### src/shared/ppfm_pkg.sv
// Constants for the two-port pin function multiplexer.
// Assumes an APB master with 32-bit data and word-aligned addresses.
package ppfm_pkg;

  // ----------------------------------------------------------------
  // Geometry
  // ----------------------------------------------------------------
  localparam int unsigned PORT_COUNT = 2;
  localparam int unsigned PORT_WIDTH = 8;
  localparam int unsigned P1_PIN_COUNT = 8;
  localparam int unsigned P2_PIN_COUNT = 6;
  localparam int unsigned ADDR_WIDTH = 12;
  localparam int unsigned DATA_WIDTH = 32;

  // ----------------------------------------------------------------
  // Register map (byte addresses)
  // ----------------------------------------------------------------
  localparam logic [11:0] PORT_STRIDE = 12'h020;
  localparam logic [11:0] MAP_END = 12'h040;
  localparam logic [2:0] REG_INPUT = 3'h0;
  localparam logic [2:0] REG_OUTPUT = 3'h1;
  localparam logic [2:0] REG_DIRECTION = 3'h2;
  localparam logic [2:0] REG_IRQ_FLAG = 3'h3;
  localparam logic [2:0] REG_EDGE_SELECT = 3'h4;
  localparam logic [2:0] REG_IRQ_ENABLE = 3'h5;
  localparam logic [2:0] REG_FUNCTION_SELECT = 3'h6;
  localparam logic [2:0] REG_LAST = 3'h6;
  localparam int unsigned PORT_BIT = 5;
  localparam int unsigned REG_IDX_HI = 4;
  localparam int unsigned REG_IDX_LO = 2;

  // ----------------------------------------------------------------
  // Reset values and masks
  // ----------------------------------------------------------------
  localparam logic [7:0] RESET_BYTE = 8'h00;
  localparam logic [7:0] P1_PIN_MASK = 8'hff;
  localparam logic [7:0] P2_PIN_MASK = 8'h3f;
  localparam logic [23:0] READ_PAD = 24'h000000;

endpackage : ppfm_pkg

### src/hdl/ppfm_port_mux.sv
// Two general-purpose ports (8 and 6 pins, 8-bit registers) with per-bit function select, APB register slave.
// Assumes pin inputs and timer signals synchronous to pclk; pad logic resolves pin levels from enables.
//
// Function
// - Pin output enable always follows the bit's own direction bit.
// - Port 1 bit 0 selected: module output low, pin feeds timer external clock.
// - Port 1 bits 1-3 selected: compare outputs 0-2 out, first capture inputs in.
// - Port 2 bit 0 selected: auxiliary clock driven onto pin, input unused.
// - Port 2 bit 1 selected: module output low, pin feeds timer alternate clock.
// - Port 2 bits 2-4: compare outputs 0-2 out; bits 2,3 feed second captures.
// - Port 2 bits 6,7 keep all control bits, module output low, input unused.
// - Flags of port 2 bits 6,7 change only by software writes.
//
// The APB interface to the registers and the address map are this design's own decisions.
`timescale 1ns/1ps

module ppfm_port_mux
(
  input wire logic pclk,
  input wire logic presetn,
  input wire logic psel,
  input wire logic penable,
  input wire logic pwrite,
  input wire logic [11:0] paddr,
  input wire logic [31:0] pwdata,
  output logic [31:0] prdata,
  output logic pready,
  output logic pslverr,
  input wire logic [7:0] p1_in,
  output logic [7:0] p1_out,
  output logic [7:0] p1_oe,
  input wire logic [5:0] p2_in,
  output logic [5:0] p2_out,
  output logic [5:0] p2_oe,
  input wire logic timer_compare_output_zero,
  input wire logic timer_compare_output_one,
  input wire logic timer_compare_output_two,
  input wire logic aux_clock,
  output logic timer_external_clock_in,
  output logic timer_alternate_clock_in,
  output logic chan0_capture_input_first,
  output logic chan1_capture_input_first,
  output logic chan2_capture_input_first,
  output logic chan0_capture_input_second,
  output logic chan1_capture_input_second,
  output logic p1_irq,
  output logic p2_irq
);

  // ----------------------------------------------------------------
  // Register storage
  // ----------------------------------------------------------------
  logic [1:0][7:0] pin_output_value;
  logic [1:0][7:0] pin_direction_bit;
  logic [1:0][7:0] pin_irq_flag;
  logic [1:0][7:0] pin_edge_select;
  logic [1:0][7:0] pin_irq_enable;
  logic [1:0][7:0] pin_function_select;
  logic [1:0][7:0] pin_prev;
  logic primed;

  logic [1:0][7:0] pin_input_value;
  logic [1:0][7:0] pin_mask;
  logic [1:0][7:0] edge_hit;
  logic [1:0][7:0] module_out;
  logic port_sel;
  logic [2:0] reg_idx;
  logic mapped;
  logic wr_access;

  assign pin_input_value[0] = p1_in;
  assign pin_input_value[1] = {2'b00, p2_in};
  assign pin_mask[0] = ppfm_pkg::P1_PIN_MASK;
  assign pin_mask[1] = ppfm_pkg::P2_PIN_MASK;

  // ----------------------------------------------------------------
  // APB decode
  // ----------------------------------------------------------------
  assign port_sel = paddr[ppfm_pkg::PORT_BIT];
  assign reg_idx = paddr[ppfm_pkg::REG_IDX_HI:ppfm_pkg::REG_IDX_LO];
  assign mapped = (paddr < ppfm_pkg::MAP_END) && (paddr[1:0] == 2'h0) && (reg_idx <= ppfm_pkg::REG_LAST);
  assign wr_access = psel && penable && pwrite && mapped;
  assign pready = 1'b1;
  assign pslverr = psel && penable && !mapped;

  // Read data is captured in the setup cycle so it stands through the access
  always_ff @(posedge pclk or negedge presetn)
  begin
    if (!presetn)
    begin
      prdata <= 32'h00000000;
    end
    else if (psel && !penable && !pwrite)
    begin
      if (!mapped)
      begin
        prdata <= 32'h00000000;
      end
      else if (reg_idx == ppfm_pkg::REG_INPUT)
      begin
        prdata <= {ppfm_pkg::READ_PAD, pin_input_value[port_sel] & pin_mask[port_sel]};
      end
      else if (reg_idx == ppfm_pkg::REG_OUTPUT)
      begin
        prdata <= {ppfm_pkg::READ_PAD, pin_output_value[port_sel]};
      end
      else if (reg_idx == ppfm_pkg::REG_DIRECTION)
      begin
        prdata <= {ppfm_pkg::READ_PAD, pin_direction_bit[port_sel]};
      end
      else if (reg_idx == ppfm_pkg::REG_IRQ_FLAG)
      begin
        prdata <= {ppfm_pkg::READ_PAD, pin_irq_flag[port_sel]};
      end
      else if (reg_idx == ppfm_pkg::REG_EDGE_SELECT)
      begin
        prdata <= {ppfm_pkg::READ_PAD, pin_edge_select[port_sel]};
      end
      else if (reg_idx == ppfm_pkg::REG_IRQ_ENABLE)
      begin
        prdata <= {ppfm_pkg::READ_PAD, pin_irq_enable[port_sel]};
      end
      else
      begin
        prdata <= {ppfm_pkg::READ_PAD, pin_function_select[port_sel]};
      end
    end
  end

  // ----------------------------------------------------------------
  // Control registers
  // ----------------------------------------------------------------
  // Pinless bits keep full storage like any other bit
  always_ff @(posedge pclk or negedge presetn)
  begin
    if (!presetn)
    begin
      pin_output_value <= {2{ppfm_pkg::RESET_BYTE}};
      pin_direction_bit <= {2{ppfm_pkg::RESET_BYTE}};
      pin_edge_select <= {2{ppfm_pkg::RESET_BYTE}};
      pin_irq_enable <= {2{ppfm_pkg::RESET_BYTE}};
      pin_function_select <= {2{ppfm_pkg::RESET_BYTE}};
    end
    else if (wr_access)
    begin
      if (reg_idx == ppfm_pkg::REG_OUTPUT)
      begin
        pin_output_value[port_sel] <= pwdata[7:0];
      end
      else if (reg_idx == ppfm_pkg::REG_DIRECTION)
      begin
        pin_direction_bit[port_sel] <= pwdata[7:0];
      end
      else if (reg_idx == ppfm_pkg::REG_EDGE_SELECT)
      begin
        pin_edge_select[port_sel] <= pwdata[7:0];
      end
      else if (reg_idx == ppfm_pkg::REG_IRQ_ENABLE)
      begin
        pin_irq_enable[port_sel] <= pwdata[7:0];
      end
      else if (reg_idx == ppfm_pkg::REG_FUNCTION_SELECT)
      begin
        pin_function_select[port_sel] <= pwdata[7:0];
      end
    end
  end

  // ----------------------------------------------------------------
  // Edge detection and interrupt flags
  // ----------------------------------------------------------------
  // Edges are ignored on the first cycle after reset so a pin already high is not an edge
  always_ff @(posedge pclk or negedge presetn)
  begin
    if (!presetn)
    begin
      pin_prev <= {2{ppfm_pkg::RESET_BYTE}};
      primed <= 1'b0;
    end
    else
    begin
      pin_prev <= pin_input_value;
      primed <= 1'b1;
    end
  end

  generate
    for (genvar p = 0; p < ppfm_pkg::PORT_COUNT; p++)
    begin : g_edge
      // Masking keeps pinless bits software-only
      assign edge_hit[p] = {8{primed}} & pin_mask[p] & pin_irq_enable[p] &
        ((pin_edge_select[p] & pin_prev[p] & ~pin_input_value[p]) |
         (~pin_edge_select[p] & ~pin_prev[p] & pin_input_value[p]));
    end
  endgenerate

  // Hardware set wins over a software write in the same cycle
  always_ff @(posedge pclk or negedge presetn)
  begin
    if (!presetn)
    begin
      pin_irq_flag <= {2{ppfm_pkg::RESET_BYTE}};
    end
    else
    begin
      for (int p = 0; p < ppfm_pkg::PORT_COUNT; p++)
      begin
        if (wr_access && reg_idx == ppfm_pkg::REG_IRQ_FLAG && port_sel == p[0])
        begin
          pin_irq_flag[p] <= pwdata[7:0] | edge_hit[p];
        end
        else
        begin
          pin_irq_flag[p] <= pin_irq_flag[p] | edge_hit[p];
        end
      end
    end
  end

  assign p1_irq = |(pin_irq_flag[0] & pin_irq_enable[0]);
  assign p2_irq = |(pin_irq_flag[1] & pin_irq_enable[1]);

  // ----------------------------------------------------------------
  // Pin multiplexing
  // ----------------------------------------------------------------
  assign module_out[0] = {4'h0, timer_compare_output_two, timer_compare_output_one,
                          timer_compare_output_zero, 1'b0};
  assign module_out[1] = {3'h0, timer_compare_output_two, timer_compare_output_one,
                          timer_compare_output_zero, 1'b0, aux_clock};

  assign p1_out = (pin_function_select[0] & module_out[0]) | (~pin_function_select[0] & pin_output_value[0]);
  assign p2_out = (pin_function_select[1][5:0] & module_out[1][5:0]) |
                  (~pin_function_select[1][5:0] & pin_output_value[1][5:0]);
  assign p1_oe = pin_direction_bit[0];
  assign p2_oe = pin_direction_bit[1][5:0];

  assign timer_external_clock_in = pin_function_select[0][0] & p1_in[0];
  assign chan0_capture_input_first = pin_function_select[0][1] & p1_in[1];
  assign chan1_capture_input_first = pin_function_select[0][2] & p1_in[2];
  assign chan2_capture_input_first = pin_function_select[0][3] & p1_in[3];
  assign timer_alternate_clock_in = pin_function_select[1][1] & p2_in[1];
  assign chan0_capture_input_second = pin_function_select[1][2] & p2_in[2];
  assign chan1_capture_input_second = pin_function_select[1][3] & p2_in[3];

  // ----------------------------------------------------------------
  // Checks
  // ----------------------------------------------------------------
  a_dir_follows_bit: assert property (@(posedge pclk) disable iff (!presetn)
    wr_access && reg_idx == ppfm_pkg::REG_DIRECTION |=>
    ($past(port_sel) ? p2_oe == $past(pwdata[5:0]) : p1_oe == $past(pwdata[7:0])))
    else $error("pin enable differs from direction bit");

  a_p1_bit0_low: assert property (@(posedge pclk) disable iff (!presetn)
    pin_function_select[0][0] |-> !p1_out[0] && timer_external_clock_in == p1_in[0])
    else $error("port1 bit0 module path wrong");

  a_p1_compare_route: assert property (@(posedge pclk) disable iff (!presetn)
    pin_function_select[0][3:1] == 3'h7 |->
    p1_out[3:1] == {timer_compare_output_two, timer_compare_output_one, timer_compare_output_zero}
    && chan2_capture_input_first == p1_in[3])
    else $error("port1 compare routing wrong");

  a_aux_clock_drive: assert property (@(posedge pclk) disable iff (!presetn)
    pin_function_select[1][0] |-> p2_out[0] == aux_clock)
    else $error("aux clock not on port2 bit0");

  a_alt_clock_route: assert property (@(posedge pclk) disable iff (!presetn)
    pin_function_select[1][1] |-> !p2_out[1] && timer_alternate_clock_in == p2_in[1])
    else $error("port2 bit1 module path wrong");

  a_p2_compare_route: assert property (@(posedge pclk) disable iff (!presetn)
    pin_function_select[1][4:2] == 3'h7 |->
    p2_out[4:2] == {timer_compare_output_two, timer_compare_output_one, timer_compare_output_zero}
    && chan1_capture_input_second == p2_in[3])
    else $error("port2 compare routing wrong");

  a_pinless_store: assert property (@(posedge pclk) disable iff (!presetn)
    wr_access && reg_idx == ppfm_pkg::REG_DIRECTION && port_sel |=> pin_direction_bit[1][7:6] == $past(pwdata[7:6]))
    else $error("pinless control bits not stored");

  a_soft_flag_only: assert property (@(posedge pclk) disable iff (!presetn)
    !(wr_access && reg_idx == ppfm_pkg::REG_IRQ_FLAG && port_sel) |=> $stable(pin_irq_flag[1][7:6]))
    else $error("pinless flag changed without write");

  a_edge_sets_flag: assert property (@(posedge pclk) disable iff (!presetn)
    primed && !pin_prev[0][0] && p1_in[0] && pin_irq_enable[0][0] && !pin_edge_select[0][0]
    |=> pin_irq_flag[0][0] ##0 p1_irq)
    else $error("rising edge did not set flag");

endmodule : ppfm_port_mux

### config.mk
export PLATFORM = sky130hd
export DESIGN_NAME = ppfm_port_mux
export DESIGN_NICKNAME = d
export VERILOG_FILES = /design/src/shared/ppfm_pkg.sv /design/src/hdl/ppfm_port_mux.sv
export SDC_FILE = /design/constraint.sdc
export NUM_CORES = 1
export LEC_CHECK = 0
export BUFFER_PORTS_ARGS = -buffer_cell sky130_fd_sc_hd__buf_2
export CAP_MARGIN = 20
export CORE_UTILIZATION = 50
export DETAILED_ROUTE_END_ITERATION = 6
export PLACE_DENSITY = 0.77
export SYNTH_ARGS = -nofsm -noshare
export SYNTH_HDL_FRONTEND = slang
export SYNTH_SLANG_ARGS = --single-unit
### constraint.sdc
create_clock -name pclk -period 1.3 [get_ports pclk]
set_clock_uncertainty 0.15 [all_clocks]
set_input_delay 0.26 -clock pclk [delete_from_list [all_inputs] [get_ports pclk]]
set_output_delay 0.26 -clock pclk [all_outputs]
set_load 0.02 [all_outputs]
**Word-level counts from Yosys, hierarchy flattened**

Cells that the tools add are included.

- Bits in registers: 143
- Input bits: 67
- Output and inout bits: 71
- Logic and storage cells: 129

- Order comparisons: 4
- Equality and inequality tests: 6
- Muxes and demuxes: 32
- Bitwise operators: 47
- Reductions and logical operators: 24

Operator list:

| cell | count |
|---|---|
| 2-to-1 mux 8 bit | 24 |
| bitwise AND 8 bit | 13 |
| bitwise mux 16 bit | 5 |
| 2-to-1 mux 32 bit | 2 |
| OR 8 bit | 7 |
| NOT 8 bit | 5 |
| bitwise AND 8 x 6 -> 8 bit | 2 |
| NOT 6 -> 8 bit | 2 |
| OR reduction 8 bit | 2 |
| logical AND 1 bit | 12 |
| < comparator 12 x 7 -> 1 bit, second input constant | 1 |
| equality test 3 bit, second input constant | 3 |
| bitwise AND 6 x 8 -> 8 bit | 1 |
| bitwise AND 8 x 4 -> 8 bit | 1 |
| demux 8 bit (select 1 bit) | 1 |
| bitwise AND 1 bit | 7 |
| bitwise AND 6 x 5 -> 6 bit | 1 |
| bitwise AND 6 bit | 1 |
| equality test 3 x 2 -> 1 bit, second input constant | 2 |
| NOT 6 bit | 1 |
| OR 6 bit | 1 |
| AND reduction 6 bit | 1 |
| NOT 1 bit | 5 |
| AND reduction 5 bit | 1 |
| 10 further kinds | 12 |

**Depth between registers and ports, before layout**

- Depth after elaboration: 9
- Mapped depth: 7
- Gate-level depth less buffers: 5

**Worst setup path before layout**

No wires, ideal clock.

- Kind: in2reg
- Start point: in paddr[7]
- End point: reg pin_function_select[10] (netlist bit)
- Library setup time: 0.125 ns
- Data arrival time: 1.780 ns
- Required time: 1.025 ns
- Setup slack: -0.755 ns
- Stages on the path: 4
- Path buffers: 0
- Cell sequence: nor4_4 nand3_4 nor4_4 mux2_4

- Cells in the longest elaborated chain, start to end: 5

Ends and longest elaborated chain:

| item | RTL line | text |
|---|---|---|
| start, declared | ppfm_port_mux.sv:24 | `input wire logic [11:0] paddr,` |
| < comparator 12 x 7 -> 1 bit | ppfm_port_mux.sv:81 | `assign mapped = (paddr < ppfm_pkg::MAP_END) && (paddr[1:0] == 2'h0) && (reg_idx <= ppfm_pkg::REG_LAST);` |
| logical AND 1 bit (2 in a row) | ppfm_port_mux.sv:81 |  |
| logical AND 1 bit | ppfm_port_mux.sv:82 | `assign wr_access = psel && penable && pwrite && mapped;` |
| AND reduction 6 bit (no source line) | -- |  |
| end signal, assigned | ppfm_port_mux.sv:142 | `pin_function_select <= {2{ppfm_pkg::RESET_BYTE}};` |
| end signal, assigned by index | ppfm_port_mux.sv:164 | `pin_function_select[port_sel] <= pwdata[7:0];` |
| end, declared | ppfm_port_mux.sv:58 | `logic [1:0][7:0] pin_function_select;` |

Every way passes these cells.
A chain may end at the register's enable or synchronous reset.

**Worst setup path after layout**

- Start point: reg pin_irq_enable[0] (netlist bit)
- End point: out p1_irq

- Cells in the longest elaborated chain, start to end: 2

Ends and longest elaborated chain:

| item | RTL line | text |
|---|---|---|
| start, declared | ppfm_port_mux.sv:57 | `logic [1:0][7:0] pin_irq_enable;` |
| start signal, assigned | ppfm_port_mux.sv:141 | `pin_irq_enable <= {2{ppfm_pkg::RESET_BYTE}};` |
| start signal, assigned by index | ppfm_port_mux.sv:160 | `pin_irq_enable[port_sel] <= pwdata[7:0];` |
| bitwise AND 8 bit | ppfm_port_mux.sv:220 | `assign p1_irq = \|(pin_irq_flag[0] & pin_irq_enable[0]);` |
| OR reduction 8 bit | ppfm_port_mux.sv:220 |  |
| end, declared | ppfm_port_mux.sv:46 | `output logic p1_irq,` |

Every way passes these cells.

==> reports/qor.log <==
[yosys] flip-flop cell with the highest count after synthesis sky130_fd_sc_hd__dfrtp_1
[timing] unrepaired setup endpoints after global routing true
[timing] number of setup violations in the final report 150
[floorplan] horizontal die dimension 116 µm
[timing] Peak Freq 539 MHz
[timing] sum of negative setup slack -44.02 ns
[cells_and_area] number of nets in the final layout 891
[global_routing] vias in the first global route 5878
[drt] Avg Vias per Cell 5.67
[cts] cell at the root of the clock tree sky130_fd_sc_hd__clkbuf_16
[yosys] sequential element share of the synthesized area 45.5%
[setup_path] startpoint-to-endpoint class of the critical path flip-flop to output pin
[global_routing] largest net degree at the start of global routing 86
[cts] CTS H-tree lvls 4
[yosys] number of enable-type register cells in the synthesized netlist 0
[placement] Port Buf Inserts 88
[power_and_ir_drop] static leakage power 0.00492 µW
[cts] maximum count of clock buffers along a single path 2
[floorplan] count of pins on the block boundary 138
[yosys] Netlist Area Pre-Place 6550 µm²
[yosys] number of register bits inferred by synthesis 119
[timing] clock period minus final worst setup slack 1.85 ns
[placement] post-detail-place hpwl 12900 µm
[cts] clock slew seen by the registers of the worst setup and hold paths 0.06 ns
[power_and_ir_drop] Cell Pwr Density 953 nW/µm²
[timing] final critical-path share of the clock period 143%
[floorplan] area of the die 13600 µm²
[drt] drt drc 0
[floorplan] number of rows in the core area 41
[cells_and_area] fin util 77.8%
[yosys] Synth cell types 44
[cts] Clock Latency Late Sink 0.43 ns
[setup_path] largest driver fanout on the critical path 3
[job] max-capacitance violation count 0
[global_routing] overflow left after global routing 0
[cts] clock tree sinks 119
[global_routing] antenna violations before repair 0
[timing] Hold Fails Final Rpt 0
[cells_and_area] antenna diode count 0
[setup_path] register-to-register setup slack -0.33 ns
[floorplan] area of the core 12700 µm²
[yosys] average size of a mapped cell 11.1 µm²
[setup_path] data required time at the worst endpoint 0.89 ns
[yosys] Synth warnings 0
[cells_and_area] area occupied by registers 2980 µm²
[drt] Pre-Repair DR Iteration Count 5
[cells_and_area] area of combinational cells with multiple inputs 3770 µm²
[drt] number of nets with antenna violations after detailed routing 0
[yosys] gate count of the mapped netlist 590
[drt] detailed-route wire length per cell 21.3 µm
[drt] WL final 21400 µm
[cells_and_area] Fill cells 749
[placement] placer's final routability congestion estimate 0.890
[cts] TritonCTS Buffers 17
[drt] routed vias 5700
[setup_path] critical path arrival 1.44 ns
[cells_and_area] area grow syn2layout 50.4%
[power_and_ir_drop] maximum resistive drop on vdd 0.940 mV
[timing] Worst Slack Setup Final -0.554 ns
[global_routing] first-pass GRT wire length 31800 µm
[worst_hold_path] path class of the lowest-slack min-delay path input port to flip-flop
[timing] final number of max-transition violations 0
[floorplan] Die Y-Extent 116 µm
[yosys] Async S/R FF share, synth 100%
[run_status] violations in the final reports negative setup slack
[run_status] status complete, but fails checks
[cells_and_area] share of layout cells above drive strength 1 55.3%
[setup_path] Worst setup SP type flip-flop
[floorplan] initial cell density of the core 51.7%
[global_routing] GRT Util Overall 32.3%
[setup_path] type of element capturing the critical path output pin
[cts] CTS tree built
[drt] detailed router's first-iteration violation count 427
## where the power goes
part           internal [µW]  switching, µW  total [µW]
clock network           3070           1670        4740
logic                    341            552         893
registers               3740           18.0        3760
## metrics by stage
stage	area (µm²)	power, µW	hold slack, ns	worst slack, ns	instances
2_1_floorplan	6840	4270	-0.186	-0.753	614
3_3_place_gp	7940	4560	0.0909	-0.846	915
3_5_place_dp	7940	4580	0.0939	-0.884	915
4_1_cts	9580	9360	0.0585	-0.551	994
5_1_grt	9850	9680	0.0912	-0.597	1006
6_report	9850	9390	0.0715	-0.554	1006
## layout make-up
type / instances / area share [%]
clock inverter: 8 / 1.27
sequential: 119 / 30.3
inverter: 1 / 0.0381
timing repair buffer: 260 / 23.3
clock buffer: 21 / 4.67
multi-input combinational: 425 / 38.2
tap: 172 / 2.18
## worst max-delay path, stage by stage (launching register included)
cell and delay [ns]:
sky130_fd_sc_hd__dfrtp_1 0.39, sky130_fd_sc_hd__buf_4 0.15, sky130_fd_sc_hd__a22oi_2 0.16, sky130_fd_sc_hd__nand4_1 0.14, sky130_fd_sc_hd__buf_4 0.18
## cell families after synthesis
kind of cell,Yosys count,share of synthesized area (%)
AO/OA/AOI/OAI,91,8.46
buffers and inverters,70,6.40
flip-flops,119,45.5
multiplexers,149,26.1
other,2,0.115
AND/OR/NAND/NOR,159,13.4
## cell usage in the layout (no fill, tap or decap), types with 3 or more instances in the layout
master | synthesis | final
sky130_fd_sc_hd__mux2_2 | 47 | 37
sky130_fd_sc_hd__buf_12 | 0 | 10
sky130_fd_sc_hd__nor3_2 | 1 | 3
sky130_fd_sc_hd__a222oi_1 | 5 | 5
sky130_fd_sc_hd__clkbuf_16 | 0 | 17
sky130_fd_sc_hd__a22oi_2 | 0 | 6
sky130_fd_sc_hd__o31ai_1 | 6 | 4
sky130_fd_sc_hd__mux2i_1 | 46 | 41
sky130_fd_sc_hd__o21ai_0 | 20 | 15
sky130_fd_sc_hd__nand4_1 | 6 | 6
sky130_fd_sc_hd__nor2b_1 | 11 | 4
sky130_fd_sc_hd__dfrtp_2 | 0 | 4
sky130_fd_sc_hd__buf_2 | 8 | 35
sky130_fd_sc_hd__nand2_2 | 1 | 8
sky130_fd_sc_hd__and2_4 | 0 | 7
sky130_fd_sc_hd__dlygate4sd3_1 | 0 | 15
sky130_fd_sc_hd__nand3_2 | 0 | 8
sky130_fd_sc_hd__buf_6 | 0 | 72
sky130_fd_sc_hd__nand2b_1 | 5 | 4
sky130_fd_sc_hd__nand2_1 | 62 | 53
sky130_fd_sc_hd__o21ai_1 | 8 | 8
sky130_fd_sc_hd__nand3_1 | 26 | 16
sky130_fd_sc_hd__nand3_4 | 1 | 3
sky130_fd_sc_hd__a21o_1 | 4 | 4
sky130_fd_sc_hd__a21oi_2 | 0 | 8
sky130_fd_sc_hd__a21oi_1 | 29 | 21
sky130_fd_sc_hd__nor2_1 | 14 | 14
sky130_fd_sc_hd__nor2b_4 | 0 | 6
sky130_fd_sc_hd__mux2i_2 | 0 | 3
sky130_fd_sc_hd__dfrtp_1 | 119 | 115
sky130_fd_sc_hd__buf_4 | 39 | 128
sky130_fd_sc_hd__mux2_4 | 24 | 66
sky130_fd_sc_hd__nor4_4 | 6 | 6
sky130_fd_sc_hd__o21ai_2 | 0 | 5
sky130_fd_sc_hd__bufinv_16 | 0 | 3
sky130_fd_sc_hd__conb_1 | 2 | 26
sky130_fd_sc_hd__nor3_1 | 9 | 6
## worst paths after layout
check	from	to	cells past startpoint
max in group asynchronous	presetn	pin_function_select[9]$_DFFE_PN0P_	3
worst max-delay path	pin_irq_enable[0]$_DFFE_PN0P_	p1_irq	4
worst min-delay path	pwdata[7]	pin_irq_flag[7]$_DFF_PN0_	3
worst max register to register	pin_irq_enable[9]$_DFFE_PN0P_	prdata[1]$_DFFE_PN0P_	7
min in group asynchronous	presetn	pin_prev[4]$_DFF_PN0_	3
worst min register to register	pin_direction_bit[14]$_DFFE_PN0P_	pin_direction_bit[14]$_DFFE_PN0P_	1
## cells in the mapped netlist (all sizes together), types with 3 or more instances
master | number | area (µm²)
dfrtp | 119 | 2980
mux2 | 103 | 1250
nand2 | 63 | 239
buf | 51 | 348
mux2i | 46 | 460
a21oi | 29 | 145
o21ai | 28 | 140
nand3 | 27 | 148
clkbuf | 18 | 67.6
nor2 | 15 | 58.8
nor2b | 11 | 68.8
nor3 | 10 | 55.1
a22oi | 8 | 60.1
and2 | 7 | 43.8
nand4 | 6 | 37.5
nor4 | 6 | 128
o31ai | 6 | 45.0
a222oi | 5 | 50.1
nand2b | 5 | 31.3
a21o | 4 | 30.0
and3 | 3 | 18.8
## flip-flops by register name (all words and copies together), names as in the netlist
register,count
prdata,8
pin_edge_select,16
p1_oe,8
pin_output_value,16
primed,1
p2_oe,6
pin_prev,14
pin_direction_bit,2
pin_irq_enable,16
pin_irq_flag,16
pin_function_select,16
## routing by layer
metal  global-route usage (%)  vias to the layer above  wire, µm
li1                         -                     2528         -
met1                     39.6                     2826      8470
met2                     54.5                      267     10800
met3                     6.80                       79      1260
met4                     15.2                        0       873
met5                        0                        -         0
## what timing repair did
action,in CTS,in global routing
setup endpoints to repair,150,150
hold buffers,15,0
pin swaps,54,28
resized for setup,189,43
hold endpoints to repair,133,0
setup buffers,36,14
No activity file was read; power rests on OpenSTA's default activity.
